<file path="config.mk">
export PLATFORM = sky130hd
export DESIGN_NAME = dcv_bank
export DESIGN_NICKNAME = d
export VERILOG_FILES = /design/src/rtl/dcv_pkg.sv /design/src/rtl/dcv_bank.sv /design/src/rtl/dcv_pin_filter.sv
export VERILOG_INCLUDE_DIRS = /design/src /design/src/rtl
export SDC_FILE = /design/constraint.sdc
export NUM_CORES = 1
export LEC_CHECK = 0
export ABC_AREA = 1
export BUFFER_PORTS_ARGS = -buffer_cell sky130_fd_sc_hd__buf_2
export CAP_MARGIN = 20
export CORE_AREA = 2 2 136 138
export DETAILED_ROUTE_END_ITERATION = 10
export DIE_AREA = 0 0 138 140
export PLACE_DENSITY = 0.8
export SLEW_MARGIN = 30
export SYNTH_ARGS = -nofsm -noshare
export SYNTH_HDL_FRONTEND = slang
export SYNTH_SLANG_ARGS = --single-unit
</file>
<file path="constraint.sdc">
create_clock -name clk -period 5.89 [get_ports clk]
set_input_delay 1.4725 -clock clk [delete_from_list [all_inputs] [get_ports clk]]
set_output_delay 1.4725 -clock clk [all_outputs]
set_load 0.01 [all_outputs]
</file>
<file path="src/rtl/dcv_cfg.svh">
/*
  constants of the decoder configuration bank: variable numbers, factory
  values, flag positions and timing. assumes a 50 MHz decoder clock.
*/
`ifndef DCV_CFG_SVH
`define DCV_CFG_SVH

// variable numbers as seen on the programming track
`define DCV_CV_OPT     10'h031
`define DCV_CV_LIGHT   10'h032
`define DCV_CV_MODE    10'h033
`define DCV_CV_RATE    10'h035
`define DCV_CV_MOTOR   10'h036
`define DCV_CV_SLOT    10'h03a
`define DCV_CV_FACT    10'h03b
`define DCV_CV_SHORT   10'h03c
`define DCV_CV_OFFSET  10'h041
`define DCV_CV_PAGE    10'h042
`define DCV_CV_FAULT   10'h064
`define DCV_CV_TRAIN   10'h073

// factory values
`define DCV_RST_OPT    8'h00
`define DCV_RST_LIGHT  8'h10
`define DCV_RST_MODE   8'h03
`define DCV_RST_RATE   8'h28
`define DCV_RST_MOTOR  8'h84
`define DCV_RST_SLOT   8'h08
`define DCV_RST_FACT   8'h00
`define DCV_RST_SHORT  8'h23
`define DCV_RST_OFFSET 8'h00
`define DCV_RST_PAGE   8'h00
`define DCV_RST_FAULT  8'h00
`define DCV_RST_TRAIN  8'h01

// option and motor flag positions
`define DCV_OPT_DCC_ONLY   3
`define DCV_OPT_ALT_ONLY   4
`define DCV_OPT_DIG_ONLY   6
`define DCV_OPT_BRAKE_ANA  7
`define DCV_MOT_SPEED_DEP  2

// value limits and codes
`define DCV_LIGHT_MAX  8'h1f
`define DCV_MODE_DIG   8'h01
`define DCV_MODE_ANA   8'h02
`define DCV_MODE_MAX   8'h03
`define DCV_FACT_GO    8'h01
`define DCV_SHORT_ON   8'h23
`define DCV_SHORT_OFF  8'h00
`define DCV_FAULT_NONE 8'h00
`define DCV_FAULT_MOT  8'h01
`define DCV_FAULT_LGT  8'h02
`define DCV_TRAIN_MIN  8'h01
`define DCV_TRAIN_MAX  8'h04
`define DCV_MOTOR_BAD  2'h2

// pin bit positions
`define DCV_PIN_MSHORT 0
`define DCV_PIN_LSHORT 1
`define DCV_PIN_ANALOG 2
`define DCV_PIN_BRAKE  3

// timing: one regulation rate unit is 50 us
`define DCV_CLK_NS       20
`define DCV_REG_UNIT_NS  50000
`define DCV_REG_UNIT_CYC (`DCV_REG_UNIT_NS / `DCV_CLK_NS)

`endif

</file>
<file path="src/rtl/dcv_pkg.sv">
/*
  types of the decoder configuration bank.
  assumes dcv_cfg.svh is compiled before it.
*/
package dcv_pkg;

  // one access from the track packet decoder
  typedef struct packed {
    logic       wr;
    logic       rd;
    logic       src_dcc;
    logic [9:0] num;
    logic [7:0] data;
  } dcv_cv_req_t;

  // settings applied to the rest of the decoder
  typedef struct packed {
    logic       dcc_ok;
    logic       alt_ok;
    logic       analog_en;
    logic       brake_analog;
    logic       short_prot_en;
    logic       speed_dep_rate;
    logic [1:0] motor_volt;
    logic [1:0] op_mode;
  } dcv_ctl_t;

  typedef enum logic [1:0] {
    DCV_ST_MEAS = 2'b00,
    DCV_ST_RUN  = 2'b01
  } dcv_reg_st_t;

endpackage

</file>
<file path="src/rtl/dcv_bank.sv">
/*
  configuration variable bank of the locomotive decoder: storage, range
  checks, factory restore, fault memory, and the settings it drives.
  assumes accesses arrive one per cycle from packet decoding logic on clk.
*/
`include "dcv_cfg.svh"

module dcv_bank
  import dcv_pkg::*;
(
  // clock and reset
  input  wire logic        clk,
  input  wire logic        reset,
  // variable access from packet decoding
  input  wire dcv_cv_req_t req,
  output logic       [7:0] rd_data_q,
  output logic             rd_valid_q,
  // decoder state from same-clock logic
  input  wire logic  [7:0] speed_step,
  input  wire logic        light_req,
  // pins: motor short, light short, analog voltage, brake signal
  input  wire logic  [3:0] pins,
  // settings and derived outputs
  output dcv_ctl_t         ctl_q,
  output logic             light_q,
  output logic             brake_q,
  output logic             reg_tick_q,
  output logic             measure_q
);

  logic [7:0]  opt_q;
  logic [7:0]  bright_q;
  logic [7:0]  mode_q;
  logic [7:0]  rate_q;
  logic [7:0]  motor_q;
  logic [7:0]  slot_q;
  logic [7:0]  fact_q;
  logic [7:0]  short_q;
  logic [7:0]  offset_q;
  logic [7:0]  page_q;
  logic [7:0]  fault_q;
  logic [7:0]  train_q;
  logic [3:0]  pin_lv;
  logic [3:0]  pin_prev_q;
  logic [9:0]  eff;
  logic        prog_ok;
  logic        wr_ok;
  logic        restore;
  logic        mot_rise;
  logic        lgt_rise;
  logic [4:0]  pwm_q;
  logic [11:0] unit_q;
  logic        unit_tick;
  logic [8:0]  ph_q;
  logic [8:0]  period;
  dcv_reg_st_t st_q;

  // effective variable number; offset reaches beyond direct numbering
  function automatic logic [9:0] eff_num(input dcv_cv_req_t r,
                                         input logic [7:0] ofs);
    if (r.src_dcc || r.num == `DCV_CV_OFFSET || r.num == `DCV_CV_PAGE)
      eff_num = r.num;
    else
      eff_num = r.num + {2'h0, ofs};
  endfunction

  // documented value range per variable
  function automatic logic in_range(input logic [9:0] n,
                                    input logic [7:0] v);
    case (n)
      `DCV_CV_LIGHT: in_range = v <= `DCV_LIGHT_MAX;
      `DCV_CV_MODE:  in_range = v <= `DCV_MODE_MAX;
      `DCV_CV_MOTOR: in_range = v[1:0] != `DCV_MOTOR_BAD;
      `DCV_CV_FACT:  in_range = v <= `DCV_FACT_GO;
      `DCV_CV_SHORT: in_range = v == `DCV_SHORT_OFF || v == `DCV_SHORT_ON;
      `DCV_CV_FAULT: in_range = v <= `DCV_FAULT_LGT;
      `DCV_CV_TRAIN: in_range = v >= `DCV_TRAIN_MIN && v <= `DCV_TRAIN_MAX;
      default:       in_range = 1'b1;
    endcase
  endfunction

  dcv_pin_filter #(
    .W(4)
  ) u_pins (
    .clk    (clk),
    .reset  (reset),
    .pin    (pins),
    .level_q(pin_lv)
  );

  assign eff     = eff_num(req, offset_q);
  assign prog_ok = req.src_dcc | ~(opt_q[`DCV_OPT_DCC_ONLY] |
                                   opt_q[`DCV_OPT_ALT_ONLY]);
  assign wr_ok   = req.wr & prog_ok & in_range(eff, req.data);
  assign restore = wr_ok && eff == `DCV_CV_FACT &&
                   req.data == `DCV_FACT_GO;

  // variable storage; restore wins over any stored value
  always_ff @(posedge clk or posedge reset) begin
    if (reset) begin
      opt_q    <= `DCV_RST_OPT;
      bright_q <= `DCV_RST_LIGHT;
      mode_q   <= `DCV_RST_MODE;
      rate_q   <= `DCV_RST_RATE;
      motor_q  <= `DCV_RST_MOTOR;
      slot_q   <= `DCV_RST_SLOT;
      fact_q   <= `DCV_RST_FACT;
      short_q  <= `DCV_RST_SHORT;
      offset_q <= `DCV_RST_OFFSET;
      page_q   <= `DCV_RST_PAGE;
      train_q  <= `DCV_RST_TRAIN;
    end else if (restore) begin
      opt_q    <= `DCV_RST_OPT;
      bright_q <= `DCV_RST_LIGHT;
      mode_q   <= `DCV_RST_MODE;
      rate_q   <= `DCV_RST_RATE;
      motor_q  <= `DCV_RST_MOTOR;
      slot_q   <= `DCV_RST_SLOT;
      fact_q   <= `DCV_RST_FACT;
      short_q  <= `DCV_RST_SHORT;
      offset_q <= `DCV_RST_OFFSET;
      page_q   <= `DCV_RST_PAGE;
      train_q  <= `DCV_RST_TRAIN;
    end else if (wr_ok) begin
      case (eff)
        `DCV_CV_OPT:    opt_q    <= req.data;
        `DCV_CV_LIGHT:  bright_q <= req.data;
        `DCV_CV_MODE:   mode_q   <= req.data;
        `DCV_CV_RATE:   rate_q   <= req.data;
        `DCV_CV_MOTOR:  motor_q  <= req.data;
        `DCV_CV_SLOT:   slot_q   <= req.data;
        `DCV_CV_SHORT:  short_q  <= req.data;
        `DCV_CV_OFFSET: offset_q <= req.data;
        `DCV_CV_PAGE:   page_q   <= req.data;
        `DCV_CV_TRAIN:  train_q  <= req.data;
        default: ;
      endcase
    end
  end

  // fault memory: a new short wins over a clearing write
  assign mot_rise = pin_lv[`DCV_PIN_MSHORT] & ~pin_prev_q[`DCV_PIN_MSHORT];
  assign lgt_rise = pin_lv[`DCV_PIN_LSHORT] & ~pin_prev_q[`DCV_PIN_LSHORT];

  always_ff @(posedge clk or posedge reset) begin
    if (reset) begin
      pin_prev_q <= '0;
      fault_q    <= `DCV_RST_FAULT;
    end else begin
      pin_prev_q <= pin_lv;
      if (mot_rise)
        fault_q <= `DCV_FAULT_MOT;
      else if (lgt_rise)
        fault_q <= `DCV_FAULT_LGT;
      else if (restore)
        fault_q <= `DCV_RST_FAULT;
      else if (wr_ok && eff == `DCV_CV_FAULT)
        fault_q <= req.data;
    end
  end

  // read back; refused reads answer zero so the station sees no ack value
  always_ff @(posedge clk or posedge reset) begin
    if (reset) begin
      rd_data_q  <= '0;
      rd_valid_q <= 1'b0;
    end else begin
      rd_valid_q <= req.rd & prog_ok;
      rd_data_q  <= '0;
      if (req.rd && prog_ok) begin
        case (eff)
          `DCV_CV_OPT:    rd_data_q <= opt_q;
          `DCV_CV_LIGHT:  rd_data_q <= bright_q;
          `DCV_CV_MODE:   rd_data_q <= mode_q;
          `DCV_CV_RATE:   rd_data_q <= rate_q;
          `DCV_CV_MOTOR:  rd_data_q <= motor_q;
          `DCV_CV_SLOT:   rd_data_q <= slot_q;
          `DCV_CV_FACT:   rd_data_q <= fact_q;
          `DCV_CV_SHORT:  rd_data_q <= short_q;
          `DCV_CV_OFFSET: rd_data_q <= offset_q;
          `DCV_CV_PAGE:   rd_data_q <= page_q;
          `DCV_CV_FAULT:  rd_data_q <= fault_q;
          `DCV_CV_TRAIN:  rd_data_q <= train_q;
          default:        rd_data_q <= '0;
        endcase
      end
    end
  end

  // settings applied to the decoder
  always_ff @(posedge clk or posedge reset) begin
    if (reset) begin
      ctl_q <= '0;
    end else begin
      ctl_q.dcc_ok <= ~opt_q[`DCV_OPT_ALT_ONLY] &
                      mode_q != `DCV_MODE_ANA;
      ctl_q.alt_ok <= ~opt_q[`DCV_OPT_DCC_ONLY] &
                      mode_q != `DCV_MODE_ANA;
      ctl_q.analog_en <= ~opt_q[`DCV_OPT_DIG_ONLY] &
                         mode_q != `DCV_MODE_DIG;
      ctl_q.brake_analog   <= opt_q[`DCV_OPT_BRAKE_ANA];
      ctl_q.short_prot_en  <= short_q == `DCV_SHORT_ON;
      ctl_q.speed_dep_rate <= motor_q[`DCV_MOT_SPEED_DEP];
      ctl_q.motor_volt     <= motor_q[1:0];
      ctl_q.op_mode        <= mode_q[1:0];
    end
  end

  // brake: dedicated signal always, analog voltage only when enabled
  always_ff @(posedge clk or posedge reset) begin
    if (reset)
      brake_q <= 1'b0;
    else
      brake_q <= pin_lv[`DCV_PIN_BRAKE] |
                 (opt_q[`DCV_OPT_BRAKE_ANA] & pin_lv[`DCV_PIN_ANALOG]);
  end

  // light pwm over 31 slots so that 31 means always on
  always_ff @(posedge clk or posedge reset) begin
    if (reset) begin
      pwm_q   <= '0;
      light_q <= 1'b0;
    end else begin
      pwm_q   <= (pwm_q == 5'h1e) ? 5'h00 : pwm_q + 5'h01;
      light_q <= light_req && bright_q[4:0] > pwm_q;
    end
  end

  // rate unit prescaler
  assign unit_tick = unit_q == 12'(`DCV_REG_UNIT_CYC - 1);

  always_ff @(posedge clk or posedge reset) begin
    if (reset)
      unit_q <= '0;
    else
      unit_q <= unit_tick ? 12'h000 : unit_q + 12'h001;
  end

  // slow running stretches the period; a trade of response for smoothness
  assign period = motor_q[`DCV_MOT_SPEED_DEP] ?
                  {1'b0, rate_q} + {4'h0, ~speed_step[7:3]} :
                  {1'b0, rate_q};

  // measure slot, then run phase, then one regulation tick
  always_ff @(posedge clk or posedge reset) begin
    if (reset) begin
      st_q       <= DCV_ST_MEAS;
      ph_q       <= '0;
      measure_q  <= 1'b0;
      reg_tick_q <= 1'b0;
    end else begin
      reg_tick_q <= 1'b0;
      case (st_q)
        DCV_ST_MEAS: begin
          measure_q <= slot_q != 8'h00 && ph_q < {1'b0, slot_q};
          if ({1'b0, slot_q} <= ph_q) begin
            st_q <= DCV_ST_RUN;
            ph_q <= '0;
          end else if (unit_tick) begin
            ph_q <= ph_q + 9'h001;
          end
        end
        DCV_ST_RUN: begin
          measure_q <= 1'b0;
          if (unit_tick) begin
            if (ph_q >= period) begin
              reg_tick_q <= 1'b1;
              st_q       <= DCV_ST_MEAS;
              ph_q       <= '0;
            end else begin
              ph_q <= ph_q + 9'h001;
            end
          end
        end
        default: begin
          st_q <= DCV_ST_MEAS;
          ph_q <= '0;
        end
      endcase
    end
  end

  property p_dcc_only;
    @(posedge clk) disable iff (reset)
      opt_q[`DCV_OPT_DCC_ONLY] |=> !ctl_q.alt_ok;
  endproperty
  a_dcc_only: assert property (p_dcc_only)
    else $error("alternate format accepted in dcc-only mode");

  property p_alt_only;
    @(posedge clk) disable iff (reset)
      opt_q[`DCV_OPT_ALT_ONLY] |=> !ctl_q.dcc_ok;
  endproperty
  a_alt_only: assert property (p_alt_only)
    else $error("dcc accepted in alternate-only mode");

  property p_dig_only;
    @(posedge clk) disable iff (reset)
      opt_q[`DCV_OPT_DIG_ONLY] || mode_q == `DCV_MODE_DIG
      |=> !ctl_q.analog_en;
  endproperty
  a_dig_only: assert property (p_dig_only)
    else $error("analog recognition left on");

  property p_brake_analog;
    @(posedge clk) disable iff (reset)
      opt_q[`DCV_OPT_BRAKE_ANA] && pin_lv[`DCV_PIN_ANALOG] |=> brake_q;
  endproperty
  a_brake_analog: assert property (p_brake_analog)
    else $error("no brake on analog voltage");

  property p_light_off;
    @(posedge clk) disable iff (reset)
      bright_q == 8'h00 |=> !light_q;
  endproperty
  a_light_off: assert property (p_light_off)
    else $error("light on at brightness zero");

  property p_light_full;
    @(posedge clk) disable iff (reset)
      (bright_q == `DCV_LIGHT_MAX && light_req)[*2] |=> light_q;
  endproperty
  a_light_full: assert property (p_light_full)
    else $error("light not full at brightness 31");

  property p_analog_mode;
    @(posedge clk) disable iff (reset)
      mode_q == `DCV_MODE_ANA |=> !ctl_q.dcc_ok && !ctl_q.alt_ok;
  endproperty
  a_analog_mode: assert property (p_analog_mode)
    else $error("digital accepted in analog-only mode");

  property p_restore;
    @(posedge clk) disable iff (reset)
      restore |=> bright_q == `DCV_RST_LIGHT && short_q == `DCV_RST_SHORT
                  && fact_q == `DCV_RST_FACT && offset_q == `DCV_RST_OFFSET;
  endproperty
  a_restore: assert property (p_restore)
    else $error("factory restore incomplete");

  property p_range;
    @(posedge clk) disable iff (reset)
      req.wr && eff == `DCV_CV_LIGHT && req.data > `DCV_LIGHT_MAX
      |=> $stable(bright_q);
  endproperty
  a_range: assert property (p_range)
    else $error("out-of-range write stored");

  property p_prog_src;
    @(posedge clk) disable iff (reset)
      req.wr && !req.src_dcc && (opt_q[`DCV_OPT_DCC_ONLY] ||
      opt_q[`DCV_OPT_ALT_ONLY]) |=> $stable(offset_q) && $stable(page_q)
      && $stable(bright_q);
  endproperty
  a_prog_src: assert property (p_prog_src)
    else $error("non-dcc programming taken while restricted");

  property p_fault;
    @(posedge clk) disable iff (reset)
      mot_rise |=> fault_q == `DCV_FAULT_MOT;
  endproperty
  a_fault: assert property (p_fault)
    else $error("motor short not recorded");

  property p_short;
    @(posedge clk) disable iff (reset)
      short_q == `DCV_SHORT_OFF |=> !ctl_q.short_prot_en;
  endproperty
  a_short: assert property (p_short)
    else $error("short protection on with guard zero");

  property p_slot;
    @(posedge clk) disable iff (reset)
      reg_tick_q && slot_q != 8'h00 |=> measure_q;
  endproperty
  a_slot: assert property (p_slot)
    else $error("measurement slot missing after tick");

  c_restore: cover property (@(posedge clk) disable iff (reset) restore);
  c_tick: cover property (@(posedge clk) disable iff (reset) reg_tick_q);
  c_light: cover property (@(posedge clk) disable iff (reset) lgt_rise);

endmodule

</file>
<file path="src/rtl/dcv_pin_filter.sv">
/*
  three-stage pin synchroniser with agreement filter.
  assumes asynchronous pins; output is a level in the clk domain.
*/
`include "dcv_cfg.svh"

module dcv_pin_filter
  import dcv_pkg::*;
#(
  parameter int W = 4
) (
  // clock and reset
  input  wire logic         clk,
  input  wire logic         reset,
  // pins and filtered levels
  input  wire logic [W-1:0] pin,
  output logic      [W-1:0] level_q
);

  logic [W-1:0] s1_q;
  logic [W-1:0] s2_q;
  logic [W-1:0] s3_q;
  logic [W-1:0] level_d;

  // a change counts once stages two and three agree
  assign level_d = (s2_q & s3_q) | (level_q & (s2_q ^ s3_q));

  always_ff @(posedge clk or posedge reset) begin
    if (reset) begin
      s1_q    <= '0;
      s2_q    <= '0;
      s3_q    <= '0;
      level_q <= '0;
    end else begin
      s1_q    <= pin;
      s2_q    <= s1_q;
      s3_q    <= s2_q;
      level_q <= level_d;
    end
  end

endmodule

</file>
# Word-level counts from Yosys, hierarchy flattened
# Index checks and enable logic that the tools add are counted.
totals:
  inputBits: 36
  regBits: 157
  word_cells: 191
  out_inout_bits: 23
op_classes:
  add_sub_neg: 5
  n_reduce_logical: 38
  magnitude_cmp: 10
  mux: 54
  bitwise: 23
  eq_ne: 27
op_table:
  columns: ["cell", "count"]
  rows:
  - ["$mux W8", 35]
  - ["$pmux W8 S11", 1]
  - ["$eq A10 B6 Y1 const B", 8]
  - ["$eq A10 B7 Y1 const B", 6]
  - ["$mux W9", 5]
  - ["$reduce_bool A2 Y1", 12]
  - ["$reduce_and A2 Y1", 11]
  - ["$pmux W9 S2", 1]
  - ["$eq A8 B6 Y1 const B", 2]
  - ["$le A8 B2 Y1 const B", 2]
  - ["$add A12 B1 Y12 const B", 1]
  - ["$eq A12 B12 Y1 const B", 1]
  - ["$mux W12", 1]
  - ["$add A10 B8 Y10", 1]
  - ["$mux W10", 1]
  - ["$add A8 B5 Y9", 1]
  - ["$add A9 B1 Y9 const B", 1]
  - ["$and A1 B1 Y1", 9]
  - ["$ge A9 B9 Y1", 1]
  - ["$le A8 B9 Y1", 1]
  - ["$lt A9 B8 Y1", 1]
  - ["$and A4 B4 Y4", 2]
  - ["$eq A8 B1 Y1 const B", 1]
  - ["$ge A8 B1 Y1 const B", 1]
  - ["other kinds (29)", 51]

# Depth between registers and ports, before layout
logic_depth:
  word_depth: 12
  ltp_mapped: 27
  mapped_depth_nobuf: 25

# Modules after synthesis
# A second synthesis with hierarchy kept.
unflattened:
  cells_unflattened: 1080
  area_unflattened_um2: 8700.8
by_module_without_submodules:
  columns: ["module", "area_each_um2", "seq_area_each_um2", "cells_per_inst", "n_inst"]
  rows:
  - ["dcv_bank", 8201.6, 3518.4, 1047, 1]
  - ["dcv_pin_filter", 499.2, 400.4, 33, 1]

# Least setup slack after synthesis
# OpenSTA, ideal clock, no wires.
synth_path:
  path_type: "input -> register"
  startpoint: "in req[8] (netlist name)"
  endpoint: "reg motor_q[1]"
  arrival_time_ps: 4090
  required_time_ps: 5773
  setup_ps: 117
  setup_slack_ps: 1683
  stages: 24
  n_path_buf: 3
  path_cell_list: "ha_1 > inv_1 > fa_1 > inv_1 > nand2_1 > nand2_1 > nand2_1 > xnor2_1 > nand2_1 > nand2_1 > nand2_2 > nor2_8 > nand3_1 > buf_2 > nor2_2 > nor2_1 > nand3_2 > nand2_4 > inv_4 > buf_6 > nand2_2 > buf_6 > o21ai_1 > inv_2"
synth_via:
  elab_chain_len: 11
  elab_cells_between_ends: 21
  classes_between: "1 x add/sub; 9 x eq/ne; 3 x mux; 1 x bitwise; 7 x reduce/logical"
synth_lines:
  columns: ["item", "line", "rtl"]
  rows:
  - ["start: declaration", "dcv_bank.sv:15", "input wire dcv_cv_req_t req,"]
  - ["branches (longest 3 deep; another with $add A10 B8 Y10)", null, null]
  - ["$mux W10 (*)", "dcv_bank.sv:61", "if (r.src_dcc || r.num == `DCV_CV_OFFSET || r.num == `DCV_CV_PAGE)"]
  - ["$eq A10 B7 Y1 (tied with other cells)", "dcv_bank.sv:70", "case (n)"]
  - ["$pmux W1 S7", "dcv_bank.sv:70", null]
  - ["$and A1 B1 Y1", "dcv_bank.sv:94", "assign wr_ok = req.wr & prog_ok & in_range(eff, req.data);"]
  - ["$logic_and A1 B1 Y1 (no line) (2 in a row)", null, null]
  - ["$reduce_bool A2 Y1 (no line)", null, null]
  - ["$reduce_and A2 Y1 (no line)", null, null]
  - ["end signal: assignment", "dcv_bank.sv:105", "motor_q <= `DCV_RST_MOTOR;"]
  - ["end signal: assignment", "dcv_bank.sv:117", "motor_q <= `DCV_RST_MOTOR;"]
  - ["end signal: assignment", "dcv_bank.sv:130", "`DCV_CV_MOTOR: motor_q <= req.data;"]
  - ["end: declaration", "dcv_bank.sv:35", "logic [7:0] motor_q;"]
# Every way passes the cells marked *.
# A chain may end at the register's enable or synchronous reset.

# Worst setup path in the final report
layout_path:
  startpoint: "in req[8] (netlist name)"
  endpoint: "reg page_q[0]"
layout_via:
  elab_chain_len: 11
  elab_cells_between_ends: 22
  classes_between: "1 x add/sub; 10 x eq/ne; 3 x mux; 1 x bitwise; 7 x reduce/logical"
layout_lines:
  columns: ["item", "line", "rtl"]
  rows:
  - ["branches (longest 3 deep; another with $add A10 B8 Y10)", null, null]
  - ["$mux W10 (*)", "dcv_bank.sv:61", null]
  - ["$eq A10 B7 Y1 or $eq A10 B6 Y1 (tied branches)", "dcv_bank.sv:70", null]
  - ["$pmux W1 S7", "dcv_bank.sv:70", null]
  - ["$and A1 B1 Y1", "dcv_bank.sv:94", null]
  - ["$logic_and A1 B1 Y1 (no line) (2 in a row)", null, null]
  - ["$reduce_bool A2 Y1 (no line)", null, null]
  - ["$reduce_and A2 Y1 (no line)", null, null]
  - ["end signal: assignment", "dcv_bank.sv:110", "page_q <= `DCV_RST_PAGE;"]
  - ["end signal: assignment", "dcv_bank.sv:122", "page_q <= `DCV_RST_PAGE;"]
  - ["end signal: assignment", "dcv_bank.sv:134", "`DCV_CV_PAGE: page_q <= req.data;"]
  - ["end: declaration", "dcv_bank.sv:40", "logic [7:0] page_q;"]
# Marks and branches as above.

==> results.py <==
metrics = {
    "outcome": {
        "outcome": "finished clean",
    },
    "die": {
        "start_util_pct": 49.1,
        "die_w_um": 138,
        "rows": 49,
        "dieHeight_um": 140,
        "core_um2": 17800,
        "die-area_um2": 19300,
        "io_pins": 59,
    },
    "clock_tree": {
        "cts_buffers": 17,
        "h-tree-depth": 4,
        "cts.sinks": 156,
        "clkLatencyLatePin_ns": 0.43,
        "ctsHoldBuffers": 0,
        "post_cts_buffers": 0,
        "cts_tree": "yes",
        "clkSlewWorstSetupHoldPaths_ns": 0.06,
        "ctsResizeCount": 0,
        "cts-root-buf": "clkbuf_16",
        "clockBufferDepth": 2,
    },
    "synthesis": {
        "synthesis.nets": 1191,
        "synth_warnings": 0,
        "avgSynthCellArea_um2": 7.87,
        "ys_ff_latch": 156,
        "synth-async-reset-ratio_pct": 100,
        "synthFlopType": "dfrtp_1",
        "synth_area_um2": 8740,
        "syn_inst": 1110,
        "synth_cell_types": 52,
        "ys_seq_area_share_pct": 44.9,
        "synth_edf_count": 0,
    },
    "detailed_routing": {
        "drc": 0,
        "vias": 7599,
        "wirelength_um": 21800,
        "wl_per_cell_um": 15.5,
        "drtAntennaViolNets": 0,
        "first_pass_iters": 6,
        "initialDrtViolationCount": 670,
        "viasPerCell": 5.39,
    },
    "cells_and_area": {
        "top_register": "unit_q",
        "regArea_um2": 3920,
        "final_core_util_pct": 55.1,
        "nFillCells": 1579,
        "drive_above_1_share_pct": 11.8,
        "insertedDiodeCount": 0,
        "largest_reg_flops": 12,
        "fin_cells": 1409,
        "reg.largest.list": "unit_q: 12 flops, ctl_q: 10 flops, ph_q: 9 flops",
        "final_nets": 1248,
        "area_growth_pct": 12.1,
        "multi_input_area_um2": 3910,
        "design_area_um2": 9800,
    },
    "pwr": {
        "combPwrFrac_pct": 7.1,
        "leakage_nw": 5.10,
        "p_int_w": 0.00180,
        "power_switching_w": 0.000620,
        "pwr-share-clk_pct": 47.2,
        "max-vdd-ir-drop_v": 0.000230,
        "switching_share_pct": 25.6,
        "powerDensity_nw_per_um2": 247,
        "pwr-share-seq_pct": 45.6,
    },
    "place": {
        "place_inst": 1377,
        "place.gp.congestion": 0.886,
        "port_buffers": 55,
        "dpl_cell_area_um2": 9190,
        "dpl.hpwl_um": 15700,
    },
    "setup_path": {
        "crit_arrival_ns": 5.08,
        "r2r_slack_ns": 1.87,
        "r2r_cells": 20,
        "slowest_delay_ns": 0.47,
        "crit_top_cell": "nand2_1",
        "crit_buf_inv": 3,
        "r2r_start": "offset_q[0]",
        "crit_slowest_cell": "nand3_1",
        "start_kind": "input port",
        "rr_endpoint": "page_q[0]",
        "required_ns": 6.22,
        "cp-end-kind": "register",
        "worstSetupPathType": "in2reg",
        "worst-path-max-fanout": 16,
        "worstPathCellList": "buf_2, ha_1, inv_1, fa_1, inv_1, nand2_1, nand2_1, nand3_1, nand2_1, nand2_1, nand2_1, a21oi_2, nor2_4, nand3_1, nand2_1, nor2_1, nand2_1, nand3_2, nand3b_1, nand2_1, o21ai_0",
        "critPathTopFamily": "simple AND/OR/NAND/NOR gates",
    },
    "worst_hold_path": {
        "min_to": "u_pins.s2_q[0]",
        "hold_path_depth": 0,
        "hp-class": "reg2reg",
        "worstHoldStart": "u_pins.s1_q[0]",
    },
    "timing": {
        "hold_ws_ns": 0.348,
        "hold_viol_final": 0,
        "relSlewSlack_pct": 36.3,
        "tightest_slew_ns": 0.952,
        "tns_ns": 0,
        "finalSetupViolCount": 0,
        "layout_min_cycle_time_ns": 4.74,
        "final-max-slew-violation-count": 0,
        "post-route-period-util_pct": 80.5,
        "fmax_mhz": 211,
        "rsz0062_at_grt": "no",
        "fin_worst_skew_ns": 0.0127,
    },
    "grt": {
        "grtUsageTotal_pct": 23.0,
        "grt_antenna_before_repair": 0,
        "grt_start_max_net_pins": 117,
        "grt_pass1_wl_um": 35700,
        "grt_pass1_vias": 7395,
        "grt_overflow": 0,
    },
    "run": {
        "maxCapViolCount": 0,
    },
}
metal layers:
metal  share of wire (%)  global-route usage [%]  up-vias
li1                    -                       -     3682
met1                  42                    29.3     3523
met3                 7.0                    4.79       69
met4                 4.3                    11.5        0
met5                   0                       0        -
met2                  47                    37.5      325
power groups by stage:
| stage | combinational, W | clock [W] | sequential [W] |
|---|---|---|---|
| floorplan | 0.000119 | 0 | 0.00112 |
| global placement | 0.000166 | 0 | 0.00112 |
| detailed placement | 0.000171 | 0 | 0.00112 |
| CTS | 0.000174 | 0.00115 | 0.00110 |
| global route | 0.000195 | 0.00121 | 0.00110 |
| finish | 0.000173 | 0.00114 | 0.00110 |
Yosys cell counts, types with 5 or more instances:
cell type | instances | share of area, %
dfstp_2 | 12 | 3.6
o21a_1 | 5 | 0.43
nor4_1 | 11 | 0.79
o22ai_1 | 34 | 2.4
o21ai_0 | 43 | 2.5
nor2_1 | 108 | 4.6
nand2_2 | 8 | 0.57
a21oi_1 | 44 | 2.5
o21ai_1 | 25 | 1.4
nand4_1 | 23 | 1.6
xor2_1 | 11 | 1.1
nor3_1 | 16 | 0.92
dfrtp_1 | 144 | 41
ha_1 | 43 | 6.2
inv_2 | 5 | 0.21
a21o_1 | 5 | 0.43
inv_1 | 201 | 8.6
nand2_1 | 255 | 11
clkbuf_1 | 6 | 0.26
buf_6 | 5 | 0.64
nand3_1 | 42 | 2.4
layout make-up:
| cell class | instances | share of cell area [%] |
|---|---|---|
| sequential | 156 | 40.0 |
| timing repair buffer | 56 | 2.89 |
| multi-input combinational | 728 | 39.9 |
| inverter | 208 | 8.07 |
| tap | 229 | 2.92 |
| clock inverter | 13 | 1.74 |
| clock buffer | 19 | 4.52 |
layout by cell type, fill, tap and decap left out, types with 16 or more instances in the layout:
master,instances
dfrtp_1,144
ha_1,43
inv_1,200
nand4_1,23
nor3_1,16
clkbuf_16,17
nand3_1,42
buf_2,55
o22ai_1,34
nor2_1,108
a21oi_1,44
o21ai_0,43
nand2_1,255
o21ai_1,25
cells by family (layout without fill, tap and decap cells):
kind of cell,after synthesis,count (layout),synth area share (%)
and+or+nand+nor,492,492,25.0
buffers and inverters,226,296,10.4
AOI/OAI and AO/OA,177,177,11.7
DFF,156,156,44.9
adders and majority gates,45,45,6.62
xor gates and xnor gates,14,14,1.40
per-stage QoR:
step / setup slack [ns] / power (W)
floorplan: 0.231 / 0.00124
global placement: 0.885 / 0.00129
detailed placement: 0.832 / 0.00129
CTS: 1.24 / 0.00243
global route: 0.810 / 0.00251
finish: 1.15 / 0.00242
how the worst max path moves through the flow:
stage | start | to | slack [ns] | cells after the start
final | req[8] | page_q[0] | 1.15 | 21
after floorplan | reset | brake_q | 0.23 | 1
after global routing | req[8] | page_q[0] | 0.81 | 21
after global placement | req[8] | bright_q[0] | 0.88 | 23
after detailed placement | req[8] | opt_q[5] | 0.83 | 22
after CTS | req[8] | page_q[0] | 1.24 | 21
(Power assumes the default switching activity.)
